`config.mk`:
```
export PLATFORM = sky130hd
export DESIGN_NAME = io_param_record_loader
export DESIGN_NICKNAME = d
export VERILOG_FILES = /design/src/rtl/io_rec_pkg.sv /design/src/rtl/rec_if.sv /design/src/rtl/rec_collect.sv /design/src/rtl/cnt_rec_check.sv /design/src/rtl/io_param_record_loader.sv
export SDC_FILE = /design/constraint.sdc
export NUM_CORES = 1
export LEC_CHECK = 0
export CORE_ASPECT_RATIO = 0.8
export CORE_MARGIN = 2
export CORE_UTILIZATION = 64
export CTS_BUF_LIST = sky130_fd_sc_hd__clkbuf_4
export DETAILED_ROUTE_END_ITERATION = 8
export DONT_BUFFER_PORTS = 1
export GPL_TIMING_DRIVEN = 0
export PLACE_DENSITY_LB_ADDON = 0.12
export SLEW_MARGIN = 0
export SYNTH_ARGS = -nofsm -noshare
export SYNTH_HDL_FRONTEND = slang
export SYNTH_SLANG_ARGS = --single-unit
```
`constraint.sdc`:
```
create_clock -name i_core_clk -period 7.7 [get_ports i_core_clk]
set_input_delay 0.385 -clock i_core_clk [delete_from_list [all_inputs] [get_ports i_core_clk]]
set_output_delay 0.385 -clock i_core_clk [all_outputs]
set_load 0.05 [all_outputs]
```
`src/rtl/io_rec_pkg.sv`:
```
// Shared constants for the run-time I/O parameter record loader
package io_rec_pkg;
    localparam int N_CH = 16;
    localparam int CFG_W = 16;
    localparam int REC_W = 8;
    // Record numbers
    localparam logic [7:0] DI_FIRST = 8'h00;
    localparam logic [7:0] DI_LAST = 8'h0F;
    localparam logic [7:0] DO_FIRST = 8'h40;
    localparam logic [7:0] DO_LAST = 8'h4F;
    localparam logic [7:0] CNT_REC = 8'h80;
    // Digital channel record layout
    localparam logic [7:0] DIG_REC_LEN = 8'h04;
    localparam int B_FIX0 = 0;
    localparam int B_FIX1 = 1;
    localparam int B_OPT0 = 2;
    localparam int B_OPT1 = 3;
    localparam int DLY_LSB = 0;
    localparam int DLY_W = 4;
    localparam int LIM_LSB = 8;
    localparam int LIM_W = 2;
    localparam int ISO_DELAY_US_X100 = 5;
    localparam logic [DLY_W-1:0] DLY_ISO_CODE = 4'h1;
    // Counter record layout
    localparam int B_VER = 0;
    localparam int B_PLEN = 1;
    localparam int B_RSV_A = 2;
    localparam int B_RSV_B = 3;
    localparam int B_MODE = 4;
    localparam int B_BASIC = 5;
    localparam logic [7:0] CNT_MIN_LEN = 8'h06;
    localparam logic [7:0] CNT_VER = 8'h10;
    localparam logic [7:0] CNT_PLEN = 8'h30;
    localparam logic [7:0] MODE_RSVD_MASK = 8'hF0;
    localparam logic [7:0] BASIC_RSVD_MASK = 8'hF8;
    localparam int DIAG_BIT = 2;
    localparam int STOP_LSB = 0;
    typedef enum logic [3:0] {
        MODE_OFF = 4'h0,
        MODE_COUNT = 4'h1,
        MODE_MEASURE = 4'h2
    } cnt_mode_e;
    typedef enum logic [1:0] {
        STOP_SUBST = 2'h0,
        STOP_HOLD = 2'h1,
        STOP_CONT = 2'h2,
        STOP_RSVD = 2'h3
    } stop_react_e;
    // Status words
    localparam logic [15:0] ST_ERR_RECORD = 16'h80B0;
    localparam logic [15:0] ST_ERR_LEN = 16'h80B1;
    localparam logic [15:0] ST_ERR_HDR = 16'h80B2;
    localparam logic [15:0] ST_ERR_PLAUS = 16'h80B3;
    localparam logic [15:0] ST_ERR_RUN = 16'h80B4;
    localparam logic [15:0] ST_OK = 16'h0000;
endpackage : io_rec_pkg

```
`src/rtl/rec_if.sv`:
```
// Carrier of one completed record from collector to consumers
`timescale 1ns/1ps
interface rec_if #(parameter int KEEP = 8);
    logic done;
    logic [7:0] index;
    logic [7:0] len;
    logic [KEEP*8-1:0] bytes;
    modport src (output done, output index, output len, output bytes);
    modport dst (input done, input index, input len, input bytes);
endinterface : rec_if

```
`src/rtl/rec_collect.sv`:
```
// Gathers the bytes of one record write and signals its completion
`timescale 1ns/1ps
module rec_collect #(
    parameter int KEEP = 8
) (
    input wire logic i_core_clk, // Core clock
    input wire logic i_rst_n, // Async reset, active low
    input wire logic i_start, // Opens a record transfer
    input wire logic [7:0] i_index, // Record number
    input wire logic i_valid, // Data byte valid
    input wire logic [7:0] i_byte, // Data byte
    input wire logic i_last, // Final byte of the record
    output logic o_busy, // Transfer open
    rec_if.src rif // Completed record
);
    typedef struct packed {
        logic busy;
        logic done;
        logic [7:0] index;
        logic [7:0] len;
        logic [KEEP*8-1:0] bytes;
    } coll_s;

    coll_s r_reg;
    coll_s r_next;

    always_comb begin
        r_next = r_reg;
        r_next.done = 1'b0;
        if (i_start) begin
            // A new start abandons any open transfer
            r_next.busy = 1'b1;
            r_next.index = i_index;
            r_next.len = '0;
            r_next.bytes = '0;
        end else if (r_reg.busy && i_valid) begin
            for (int k = 0; k < KEEP; k++) begin
                if (r_reg.len == 8'(k)) begin
                    r_next.bytes[k*8 +: 8] = i_byte;
                end
            end
            if (r_reg.len != 8'hFF) begin
                r_next.len = r_reg.len + 8'h01;
            end
            if (i_last) begin
                r_next.busy = 1'b0;
                r_next.done = 1'b1;
            end
        end
    end

    always_ff @(posedge i_core_clk or negedge i_rst_n) begin
        if (!i_rst_n) begin
            r_reg <= '0;
        end else begin
            r_reg <= r_next;
        end
    end

    assign o_busy = r_reg.busy;
    assign rif.done = r_reg.done;
    assign rif.index = r_reg.index;
    assign rif.len = r_reg.len;
    assign rif.bytes = r_reg.bytes;
endmodule : rec_collect

```
`src/rtl/cnt_rec_check.sv`:
```
// Validates a completed fast counter record against the live configuration
`timescale 1ns/1ps
module cnt_rec_check #(
    parameter int KEEP = 8
) (
    input wire logic i_run, // Controller running
    input wire logic [3:0] i_cur_mode, // Active operating mode
    rec_if.dst rif, // Completed record
    output logic [15:0] o_code, // ST_OK or error word
    output logic [3:0] o_mode, // Decoded operating mode
    output logic [1:0] o_stop, // Decoded stop reaction
    output logic o_diag // Decoded diagnostic enable
);
    logic [7:0] b_ver;
    logic [7:0] b_plen;
    logic [7:0] b_rsv_a;
    logic [7:0] b_rsv_b;
    logic [7:0] b_mode;
    logic [7:0] b_basic;

    assign b_ver = rif.bytes[io_rec_pkg::B_VER*8 +: 8];
    assign b_plen = rif.bytes[io_rec_pkg::B_PLEN*8 +: 8];
    assign b_rsv_a = rif.bytes[io_rec_pkg::B_RSV_A*8 +: 8];
    assign b_rsv_b = rif.bytes[io_rec_pkg::B_RSV_B*8 +: 8];
    assign b_mode = rif.bytes[io_rec_pkg::B_MODE*8 +: 8];
    assign b_basic = rif.bytes[io_rec_pkg::B_BASIC*8 +: 8];
    assign o_mode = b_mode[3:0];
    assign o_stop = b_basic[io_rec_pkg::STOP_LSB +: 2];
    assign o_diag = b_basic[io_rec_pkg::DIAG_BIT];

    always_comb begin
        o_code = io_rec_pkg::ST_OK;
        if (rif.len < io_rec_pkg::CNT_MIN_LEN) begin
            o_code = io_rec_pkg::ST_ERR_LEN;
        end else if (b_ver != io_rec_pkg::CNT_VER || b_plen != io_rec_pkg::CNT_PLEN) begin
            o_code = io_rec_pkg::ST_ERR_HDR;
        end else if ((b_rsv_a | b_rsv_b) != 8'h00
                     || (b_mode & io_rec_pkg::MODE_RSVD_MASK) != 8'h00
                     || (b_basic & io_rec_pkg::BASIC_RSVD_MASK) != 8'h00) begin
            o_code = io_rec_pkg::ST_ERR_PLAUS;
        end else if (o_mode > io_rec_pkg::MODE_MEASURE) begin
            o_code = io_rec_pkg::ST_ERR_PLAUS;
        end else if (o_stop == io_rec_pkg::STOP_RSVD) begin
            o_code = io_rec_pkg::ST_ERR_PLAUS;
        end else if (i_run && o_mode != i_cur_mode) begin
            o_code = io_rec_pkg::ST_ERR_RUN;
        end
    end
endmodule : cnt_rec_check

```
`src/rtl/io_param_record_loader.sv`:
```
// Top of the run-time parameter record loader for on-board digital I/O and fast counter
`timescale 1ns/1ps
// What this block does
// - Records 0 to 15 configure input channels
// - Records 64 to 79 configure output channels
// - Option bit one enables, zero disables
// - Check record only after its transfer completes
// - Failed channel record keeps prior configuration, errors
// - Rewriting one channel leaves others untouched
// - Restart restores the engineering configuration
// - Isochronous mode forces input delay 0.05 us
// - Limit enables need an assigned handler block
// - Record 128 configures the fast counter
// - Failed counter record keeps previous configuration, errors
// - Good counter record reports transferred length
// - Mode change while running is rejected
// - Extra diagnostics only when enable bit set
module io_param_record_loader #(
    parameter int KEEP = 8,
    parameter logic [7:0] DI_FIX0 = 8'h00,
    parameter logic [7:0] DI_FIX1 = 8'h00,
    parameter logic [7:0] DO_FIX0 = 8'h00,
    parameter logic [7:0] DO_FIX1 = 8'h00,
    parameter logic [15:0] DI_ENG_CFG = 16'h0000,
    parameter logic [15:0] DO_ENG_CFG = 16'h0000,
    parameter logic [3:0] ENG_CNT_MODE = 4'h0,
    parameter logic [1:0] ENG_CNT_STOP = 2'h0,
    parameter logic ENG_CNT_DIAG = 1'b0
) (
    input wire logic i_core_clk, // Core clock, 200 MHz
    input wire logic i_rst_n, // Async reset, active low
    input wire logic i_run, // Controller in running state
    input wire logic i_isochronous, // Isochronous operation active
    input wire logic [15:0] i_irq_handler_assigned, // Handler block per input channel
    input wire logic i_rec_start, // Opens a write_record_request
    input wire logic [7:0] i_rec_index, // Record number with the start
    input wire logic i_rec_valid, // Record byte valid
    input wire logic [7:0] i_rec_byte, // Record byte
    input wire logic i_rec_last, // Final record byte
    input wire logic [2:0] i_diag_event, // Supply, A/B ratio, lost interrupt
    output logic o_busy, // Record transfer open
    output logic o_status_valid, // Status pulse
    output logic o_status_error, // Status is an error word
    output logic [15:0] o_status_value, // Length or error word
    output logic [255:0] o_di_cfg, // Effective input channel options
    output logic [255:0] o_do_cfg, // Output channel options
    output logic [3:0] o_cnt_mode, // Fast counter operating mode
    output logic [1:0] o_cnt_stop_reaction, // Fast counter stop reaction
    output logic o_cnt_diag_en, // Extra diagnostics enabled
    output logic [2:0] o_diag_raise // Diagnostics passed on
);
    localparam int N = io_rec_pkg::N_CH;
    localparam int W = io_rec_pkg::CFG_W;

    if (KEEP < 6 || KEEP > 32) begin : g_keep_check
        $error("KEEP must lie between 6 and 32");
    end
    if (N * W != 256) begin : g_width_check
        $error("Channel configuration width mismatch");
    end

    typedef enum logic [3:0] {
        REC_DI = 4'b0001,
        REC_DO = 4'b0010,
        REC_CNT = 4'b0100,
        REC_NONE = 4'b1000
    } rec_class_e;

    typedef struct packed {
        logic [N-1:0][W-1:0] di_raw;
        logic [N-1:0][W-1:0] di_eff;
        logic [N-1:0][W-1:0] do_cfg;
        logic [3:0] cnt_mode;
        logic [1:0] cnt_stop;
        logic cnt_diag;
        logic st_valid;
        logic st_error;
        logic [15:0] st_value;
        logic [2:0] diag_raise;
    } loader_s;

    loader_s r_reg;
    loader_s r_next;
    rec_class_e rec_class;
    logic [15:0] cnt_code;
    logic [3:0] cnt_mode_dec;
    logic [1:0] cnt_stop_dec;
    logic cnt_diag_dec;
    logic [7:0] fix0;
    logic [7:0] fix1;
    logic [W-1:0] opt_word;
    logic [3:0] ch;

    rec_if #(.KEEP(KEEP)) rif ();

    rec_collect #(.KEEP(KEEP)) u_collect (
        .i_core_clk(i_core_clk),
        .i_rst_n(i_rst_n),
        .i_start(i_rec_start),
        .i_index(i_rec_index),
        .i_valid(i_rec_valid),
        .i_byte(i_rec_byte),
        .i_last(i_rec_last),
        .o_busy(o_busy),
        .rif(rif)
    );

    cnt_rec_check #(.KEEP(KEEP)) u_cnt_check (
        .i_run(i_run),
        .i_cur_mode(r_reg.cnt_mode),
        .rif(rif),
        .o_code(cnt_code),
        .o_mode(cnt_mode_dec),
        .o_stop(cnt_stop_dec),
        .o_diag(cnt_diag_dec)
    );

    // Record number to target class
    always_comb begin
        if (rif.index <= io_rec_pkg::DI_LAST) begin
            rec_class = REC_DI;
        end else if (rif.index >= io_rec_pkg::DO_FIRST && rif.index <= io_rec_pkg::DO_LAST) begin
            rec_class = REC_DO;
        end else if (rif.index == io_rec_pkg::CNT_REC) begin
            rec_class = REC_CNT;
        end else begin
            rec_class = REC_NONE;
        end
    end

    assign fix0 = rif.bytes[io_rec_pkg::B_FIX0*8 +: 8];
    assign fix1 = rif.bytes[io_rec_pkg::B_FIX1*8 +: 8];
    assign opt_word = {rif.bytes[io_rec_pkg::B_OPT1*8 +: 8], rif.bytes[io_rec_pkg::B_OPT0*8 +: 8]};
    assign ch = rif.index[3:0];

    always_comb begin
        r_next = r_reg;
        r_next.st_valid = 1'b0;
        // Evaluation waits for the whole record, never on partial bytes
        if (rif.done) begin
            r_next.st_valid = 1'b1;
            r_next.st_error = 1'b1;
            r_next.st_value = io_rec_pkg::ST_ERR_RECORD;
            unique case (rec_class)
                REC_DI: begin
                    if (rif.len != io_rec_pkg::DIG_REC_LEN) begin
                        r_next.st_value = io_rec_pkg::ST_ERR_LEN;
                    end else if (fix0 != DI_FIX0 || fix1 != DI_FIX1) begin
                        r_next.st_value = io_rec_pkg::ST_ERR_HDR;
                    end else begin
                        // Only the addressed channel changes
                        r_next.di_raw[ch] = opt_word;
                        r_next.st_error = 1'b0;
                        r_next.st_value = {8'h00, rif.len};
                    end
                end
                REC_DO: begin
                    if (rif.len != io_rec_pkg::DIG_REC_LEN) begin
                        r_next.st_value = io_rec_pkg::ST_ERR_LEN;
                    end else if (fix0 != DO_FIX0 || fix1 != DO_FIX1) begin
                        r_next.st_value = io_rec_pkg::ST_ERR_HDR;
                    end else begin
                        r_next.do_cfg[ch] = opt_word;
                        r_next.st_error = 1'b0;
                        r_next.st_value = {8'h00, rif.len};
                    end
                end
                REC_CNT: begin
                    if (cnt_code != io_rec_pkg::ST_OK) begin
                        r_next.st_value = cnt_code;
                    end else begin
                        r_next.cnt_mode = cnt_mode_dec;
                        r_next.cnt_stop = cnt_stop_dec;
                        r_next.cnt_diag = cnt_diag_dec;
                        r_next.st_error = 1'b0;
                        r_next.st_value = {8'h00, rif.len};
                    end
                end
                REC_NONE: begin
                    r_next.st_value = io_rec_pkg::ST_ERR_RECORD;
                end
            endcase
        end
        // Effective input options follow the live mode and handler assignment
        for (int i = 0; i < N; i++) begin
            r_next.di_eff[i] = r_next.di_raw[i];
            if (i_isochronous) begin
                r_next.di_eff[i][io_rec_pkg::DLY_LSB +: io_rec_pkg::DLY_W] =
                    io_rec_pkg::DLY_ISO_CODE;
            end
            if (!i_irq_handler_assigned[i]) begin
                r_next.di_eff[i][io_rec_pkg::LIM_LSB +: io_rec_pkg::LIM_W] = '0;
            end
        end
        r_next.diag_raise = i_diag_event & {3{r_next.cnt_diag}};
    end

    // Reset reloads the engineering set; run-time writes are volatile
    always_ff @(posedge i_core_clk or negedge i_rst_n) begin
        if (!i_rst_n) begin
            r_reg.di_raw <= {N{DI_ENG_CFG}};
            r_reg.di_eff <= {N{DI_ENG_CFG}};
            r_reg.do_cfg <= {N{DO_ENG_CFG}};
            r_reg.cnt_mode <= ENG_CNT_MODE;
            r_reg.cnt_stop <= ENG_CNT_STOP;
            r_reg.cnt_diag <= ENG_CNT_DIAG;
            r_reg.st_valid <= 1'b0;
            r_reg.st_error <= 1'b0;
            r_reg.st_value <= io_rec_pkg::ST_OK;
            r_reg.diag_raise <= 3'h0;
        end else begin
            r_reg <= r_next;
        end
    end

    assign o_status_valid = r_reg.st_valid;
    assign o_status_error = r_reg.st_error;
    assign o_status_value = r_reg.st_value;
    assign o_di_cfg = r_reg.di_eff;
    assign o_do_cfg = r_reg.do_cfg;
    assign o_cnt_mode = r_reg.cnt_mode;
    assign o_cnt_stop_reaction = r_reg.cnt_stop;
    assign o_cnt_diag_en = r_reg.cnt_diag;
    assign o_diag_raise = r_reg.diag_raise;
endmodule : io_param_record_loader

```
; ---- Yosys cells after proc, flatten, opt, wreduce, memory -nomap -nowiden
; Cells that the tools add are included.
[totals]
wordCells = 206
register_bits = 862
output_inout_bits = 541
inputBits = 42
[classes]
n_bitwise = 5
addsub = 1
reduce_logical = 35
n_eq_ne = 18
n_mux = 75
magnitude_cmp = 7
[op_table]
columns = operator, count
row1 = 256-bit 2-to-1 mux, 4
row2 = 256-bit bitwise mux, 2
row3 = 16-bit 2-to-1 mux, 10
row4 = 72-bit 2-to-1 mux, 2
row5 = 4-bit 2-to-1 mux, 19
row6 = 8-bit 2-to-1 mux, 9
row7 = 16-bit demux with 4-bit select, 1
row8 = 16-bit one-hot mux with 3 select lines, 1
row9 = 8-bit nonzero test, 5
row10 = 2-bit 2-to-1 mux, 18
row11 = "8-bit by 3-bit == test with 1-bit output, second input constant", 4
row12 = 19-bit 2-to-1 mux, 1
row13 = 2-bit nonzero test, 9
row14 = "8-bit by 2-bit == test with 1-bit output, second input constant", 2
row15 = 2-bit AND reduction, 8
row16 = 16-bit nonzero test, 1
row17 = "8-bit by 1-bit adder with 8-bit output, second input constant", 1
row18 = "8-bit by 1-bit == test with 1-bit output, second input constant", 1
row19 = "8-bit == test, second input constant", 1
row20 = "8-bit by 7-bit >= comparator with 1-bit output, second input constant", 1
row21 = "8-bit by 4-bit less-or-equal comparator with 1-bit output, second input constant", 1
row22 = "8-bit by 7-bit less-or-equal comparator with 1-bit output, second input constant", 1
row23 = 8-bit logical NOT, 1
row24 = "8-bit by 3-bit less-than comparator with 1-bit output, second input constant", 1
row25 = 23 further kinds, 37

; ---- Logic depth before layout (Yosys ltp)
[depth]
ltp_word = 13
depth_mapped = 10
ltp_nobuf = 7

; ---- Cells and area by module
; A second synthesis with hierarchy kept.
[unflattened]
cells_unflattened = 2546
hier_area_um2 = 34408.0
[modules_own_cells]
columns = module, cells_per_inst, area_per_inst_um2, n_inst, seq_area_each_um2
row1 = io_param_record_loader, 2185, 30222.7, 1, 15915.3
row2 = rec_collect, 312, 3804.9, 1, 2052.0
row3 = cnt_rec_check, 49, 380.4, 1, 0.0

; ---- Worst setup path after synthesis
; No wires, ideal clock.
[synth_timing]
kind = register to register
start = reg u_collect.r_reg (netlist bit u_collect.rif.len[5])
end = reg r_reg (netlist bit o_do_cfg[101])
n_path_buf = 3
stages_incl_launch_ff = 9
setup_slack_ps = 5085
period_less_slack_ps = 2615
arrival_time_ps = 2490
required_time_ps = 7575
setup_ps = 125
cell_sequence = dfrtp_1 -> or4_4 -> nor4_2 -> buf_4 -> nand3_4 -> buf_6 -> nor3_4 -> buf_6 -> mux2_2
[synth_between]
elab_chain_len = 3
[synth_lines]
columns = item, line
row1 = "start, declared", rec_collect.sv:24  ; coll_s r_reg;
row2 = "start signal, assigned", rec_collect.sv:56  ; r_reg <= r_next;
row3 = 8-bit by 3-bit inequality test with 1-bit output, io_param_record_loader.sv:158  ; if (rif.len != io_rec_pkg::DIG_REC_LEN) begin
row4 = 1-bit inverter (no source line), -
row5 = 4-bit AND reduction (no source line), -
row6 = "end signal, assigned", io_param_record_loader.sv:212  ; r_reg <= r_next;
row7 = "end, declared", io_param_record_loader.sv:82  ; loader_s r_reg;
; No other way between the ends.
; A chain may end at the register's enable or synchronous reset.

; ---- Worst setup path after layout
[layout_timing]
start = reg u_collect.r_reg (netlist bit u_collect.rif.bytes[6])
end = reg r_reg (netlist bit o_di_cfg[53])
[layout_between]
elab_chain_len = 6
[layout_lines]
columns = item, line
row1 = 8-bit nonzero test, io_param_record_loader.sv:148  ; end else if (fix0 != DI_FIX0 || fix1 != DI_FIX1) begin
row2 = 1-bit logical OR, io_param_record_loader.sv:148
row3 = 256-bit 2-to-1 mux, io_param_record_loader.sv:148
row4 = 256-bit 2-to-1 mux, io_param_record_loader.sv:146  ; if (rif.len != io_rec_pkg::DIG_REC_LEN) begin
row5 = 256-bit 2-to-1 mux, io_param_record_loader.sv:144  ; unique case (rec_class)
row6 = 256-bit 2-to-1 mux, io_param_record_loader.sv:140  ; if (rif.done) begin
; No other way between the ends.

==> results.py <==
metrics = {
    "power_and_ir_drop": {
        "p_seq_share_pct": 53.2,
        "leakagePower_nw": 18.4,
        "powerDensity_nw_per_um2": 205,
        "p_int_w": 0.00538,
        "ir_drop_mv": 0.133,
        "pwr-share-clk_pct": 44.1,
        "pwr-share-comb_pct": 2.7,
        "p_switching_w": 0.00156,
        "swShare_pct": 22.4,
        "power_w": 0.00694,
    },
    "grt": {
        "grt_pass1_vias": 17800,
        "antenna_found_initial": 11,
        "gr-usage-all-layers_pct": 30.4,
        "grt-ovfl-total": 0,
        "grt_max_degree": 696,
        "grt_pass1_wl_um": 110000,
    },
    "layout": {
        "area_delta_synth_final_pct": 11.0,
        "multi_input_area_um2": 8570,
        "num-fill-cells": 3220,
        "seqCellArea_um2": 17400,
        "layout-drive-gt1-share_pct": 53.8,
        "final_net_count": 2516,
    },
    "sta": {
        "finalCriticalPeriod_ns": 3.33,
        "setup_ws_ns": 4.37,
        "finalSetupTns_ns": 0,
        "maxSlewViolCount": 146,
        "hold_ws_ns": -0.778,
        "max_freq_ghz": 0.300,
        "skew_ns": 0.0400,
        "timing.final.crit_share_pct": 43.3,
        "slew_headroom_pct": -12.4,
        "finalSetupViolCount": 0,
        "hold_viol_final": 695,
        "tightest_slew_ns": 1.69,
        "rsz0062_at_grt": "no",
    },
    "drt": {
        "drt-total-wl_um": 75200,
        "drc": 0,
        "routed_via_density": 5.37,
        "routedWlPerCell_um": 23.5,
        "dr.first_iter.drc_count": 1224,
        "ant_nets": 0,
        "dr_total_vias": 17200,
        "drt_first_pass_iters": 5,
    },
    "die": {
        "core.rowCount": 71,
        "io_pins": 583,
        "dieHeight_um": 199,
        "dieWidth_um": 248,
        "die-area_um2": 49500,
        "core-area_um2": 47100,
        "start_util_pct": 64.9,
    },
    "synthesis": {
        "syn_area_per_cell_um2": 13.6,
        "seq_area_frac_synth_pct": 57.0,
        "ys_types": 53,
        "yosysWarnings": 0,
        "synth_most_common_cell": "dfrtp_1",
        "synth_area_um2": 30500,
        "synth_top_cell_by_area": "dfrtp_1",
        "ys_top_cells_by_area": "dfrtp_1 57%, mux2_2 19%, buf_4 13%, mux2i_1 1.6%, clkbuf_1 1.1%",
        "syn_inst": 2253,
        "ys_ff_latch": 695,
        "async_reset_ff_share_pct": 100,
        "synth_top_area_share_pct": 57.0,
        "synth_common_cells": "695 x dfrtp_1, 543 x buf_4, 504 x mux2_2",
        "synth_edf_count": 0,
        "synth_flop_cell": "dfrtp_1",
    },
    "cts": {
        "post_cts_buffers": 0,
        "clock-root-buffer": "clkbuf_4",
        "clk_latency_ns": 0.90,
        "ctsResizeCount": 0,
        "cts_buffer_depth": 3,
        "cts_tree": "built",
        "clock_sinks": 695,
        "h-tree-depth": 4,
        "path_clk_slew_ns": 0.06,
        "cts_buffers": 168,
        "cts_hold_buf": 40,
    },
    "run_status": {
        "status": "complete, but fails checks",
        "violations": "negative hold slack, max-slew violations",
    },
    "worst_setup_path": {
        "reg2reg_to": "o_di_cfg[53]$_DFFE_PN0P_",
        "path_max_fanout": 10,
        "required_ns": 8.46,
        "regToRegSetupSlack_ns": 4.37,
        "worstSetupPathType": "flop to flop",
        "crit_arrival_ns": 4.09,
        "start_kind": "flop",
        "rr_startpoint": "u_collect.rif.bytes[6]$_DFFE_PN0P_",
        "rr_worst_depth": 7,
        "crit_path_end_kind": "flop",
    },
    "worst_hold_path": {
        "hp-class": "primary input to async pin",
    },
    "placed_design": {
        "place.gp.congestion": 0.889,
        "dp_slack_ns": 4.45,
        "portBuffers": 0,
        "post-dp-hpwl_um": 52900,
    },
    "run": {
        "drv_cap": 0,
    },
}
-- worst max-delay path by stage --
stage,startpoint,to,slack [ns],cells after the start
6_report,u_collect.rif.bytes[6]$_DFFE_PN0P_,o_di_cfg[53]$_DFFE_PN0P_,4.37,7
4_1_cts,u_collect.rif.bytes[6]$_DFFE_PN0P_,o_di_cfg[55]$_DFFE_PN0P_,4.42,7
5_1_grt,u_collect.rif.bytes[6]$_DFFE_PN0P_,o_di_cfg[156]$_DFFE_PN0P_,4.24,7
3_5_place_dp,u_collect.rif.bytes[4]$_DFFE_PN0P_,o_di_cfg[53]$_DFFE_PN0P_,4.45,6
2_1_floorplan,u_collect.rif.len[5]$_DFFE_PN0P_,o_do_cfg[101]$_DFFE_PN0P_,5.09,8
3_3_place_gp,u_collect.rif.bytes[6]$_DFFE_PN0P_,o_di_cfg[156]$_DFFE_PN0P_,4.54,7
-- cell type report --
type / instances / share of cell area, %
flip-flops and latches: 695 / 51.3
diodes: 10 / 0.0738
clock inverters: 30 / 0.831
clock buffers: 246 / 5.45
well taps: 620 / 2.29
plain buffers: 650 / 13.5
multi-input cells: 906 / 25.3
repair buffers: 41 / 1.20
inverters: 8 / 0.0886
-- cells in the final DEF (no fill, tap or decap), types with 12 or more instances in the layout --
| master | instances |
|---|---|
| or2_2 | 17 |
| buf_6 | 12 |
| clkbuf_4 | 246 |
| dfrtp_1 | 695 |
| dlygate4sd3_1 | 40 |
| mux2_2 | 504 |
| nand4_1 | 17 |
| nand2_1 | 16 |
| buf_4 | 543 |
| mux2i_1 | 48 |
| and2_1 | 38 |
| mux2_4 | 20 |
| clkbuf_1 | 89 |
| clkinv_1 | 17 |
| nor2b_1 | 49 |
| nor2_1 | 86 |
-- metal layers --
metal	GRT usage (%)	up-vias	share of wire (%)
li1	-	7548	-
met1	40.1	8906	42
met2	46.5	621	47
met3	10.4	141	7.8
met4	12.5	8	3.4
met5	0	-	0.068
-- through the flow --
stage	util (%)	cells	area [um^2]
2_1_floorplan	-	2259	30600
3_3_place_gp	66.6	2879	31300
3_5_place_dp	66.6	2879	31300
4_1_cts	71.9	3195	33900
5_1_grt	72.0	3203	33900
6_report	72.0	3206	33900
-- power groups by stage --
stage	registers, W	logic (W)	clock network, W
finish	0.00369	0.000188	0.00306
global route	0.00369	0.000200	0.00334
CTS	0.00369	0.000185	0.00313
detailed placement	0.00376	0.000161	0
global placement	0.00376	0.000155	0
floorplan	0.00375	0.000129	0
-- kinds of logic (layout without fill, tap and decap cells) --
logic type / Yosys count / after routing / synth area share (%)
other: 1 / 17 / 0.0123
buffers and inverters: 658 / 975 / 15.1
adder cells (fa/ha/maj): 4 / 4 / 0.164
flip-flops: 695 / 695 / 57.0
AND/OR/NAND/NOR: 293 / 293 / 5.90
XOR/XNOR: 11 / 11 / 0.315
AO/OA/AOI/OAI: 19 / 19 / 0.438
multiplexers: 572 / 572 / 21.1
-- critical path: stages, from the launching register on --
cell and delay, ns:
dfrtp_1 0.38, nor4_1 0.33, and4_1 0.27, clkbuf_1 0.22, buf_1 0.53, nand4_2 0.59
clkbuf_1 0.48, mux2_2 0.38
Note: power is estimated with default switching activity, not from simulation.
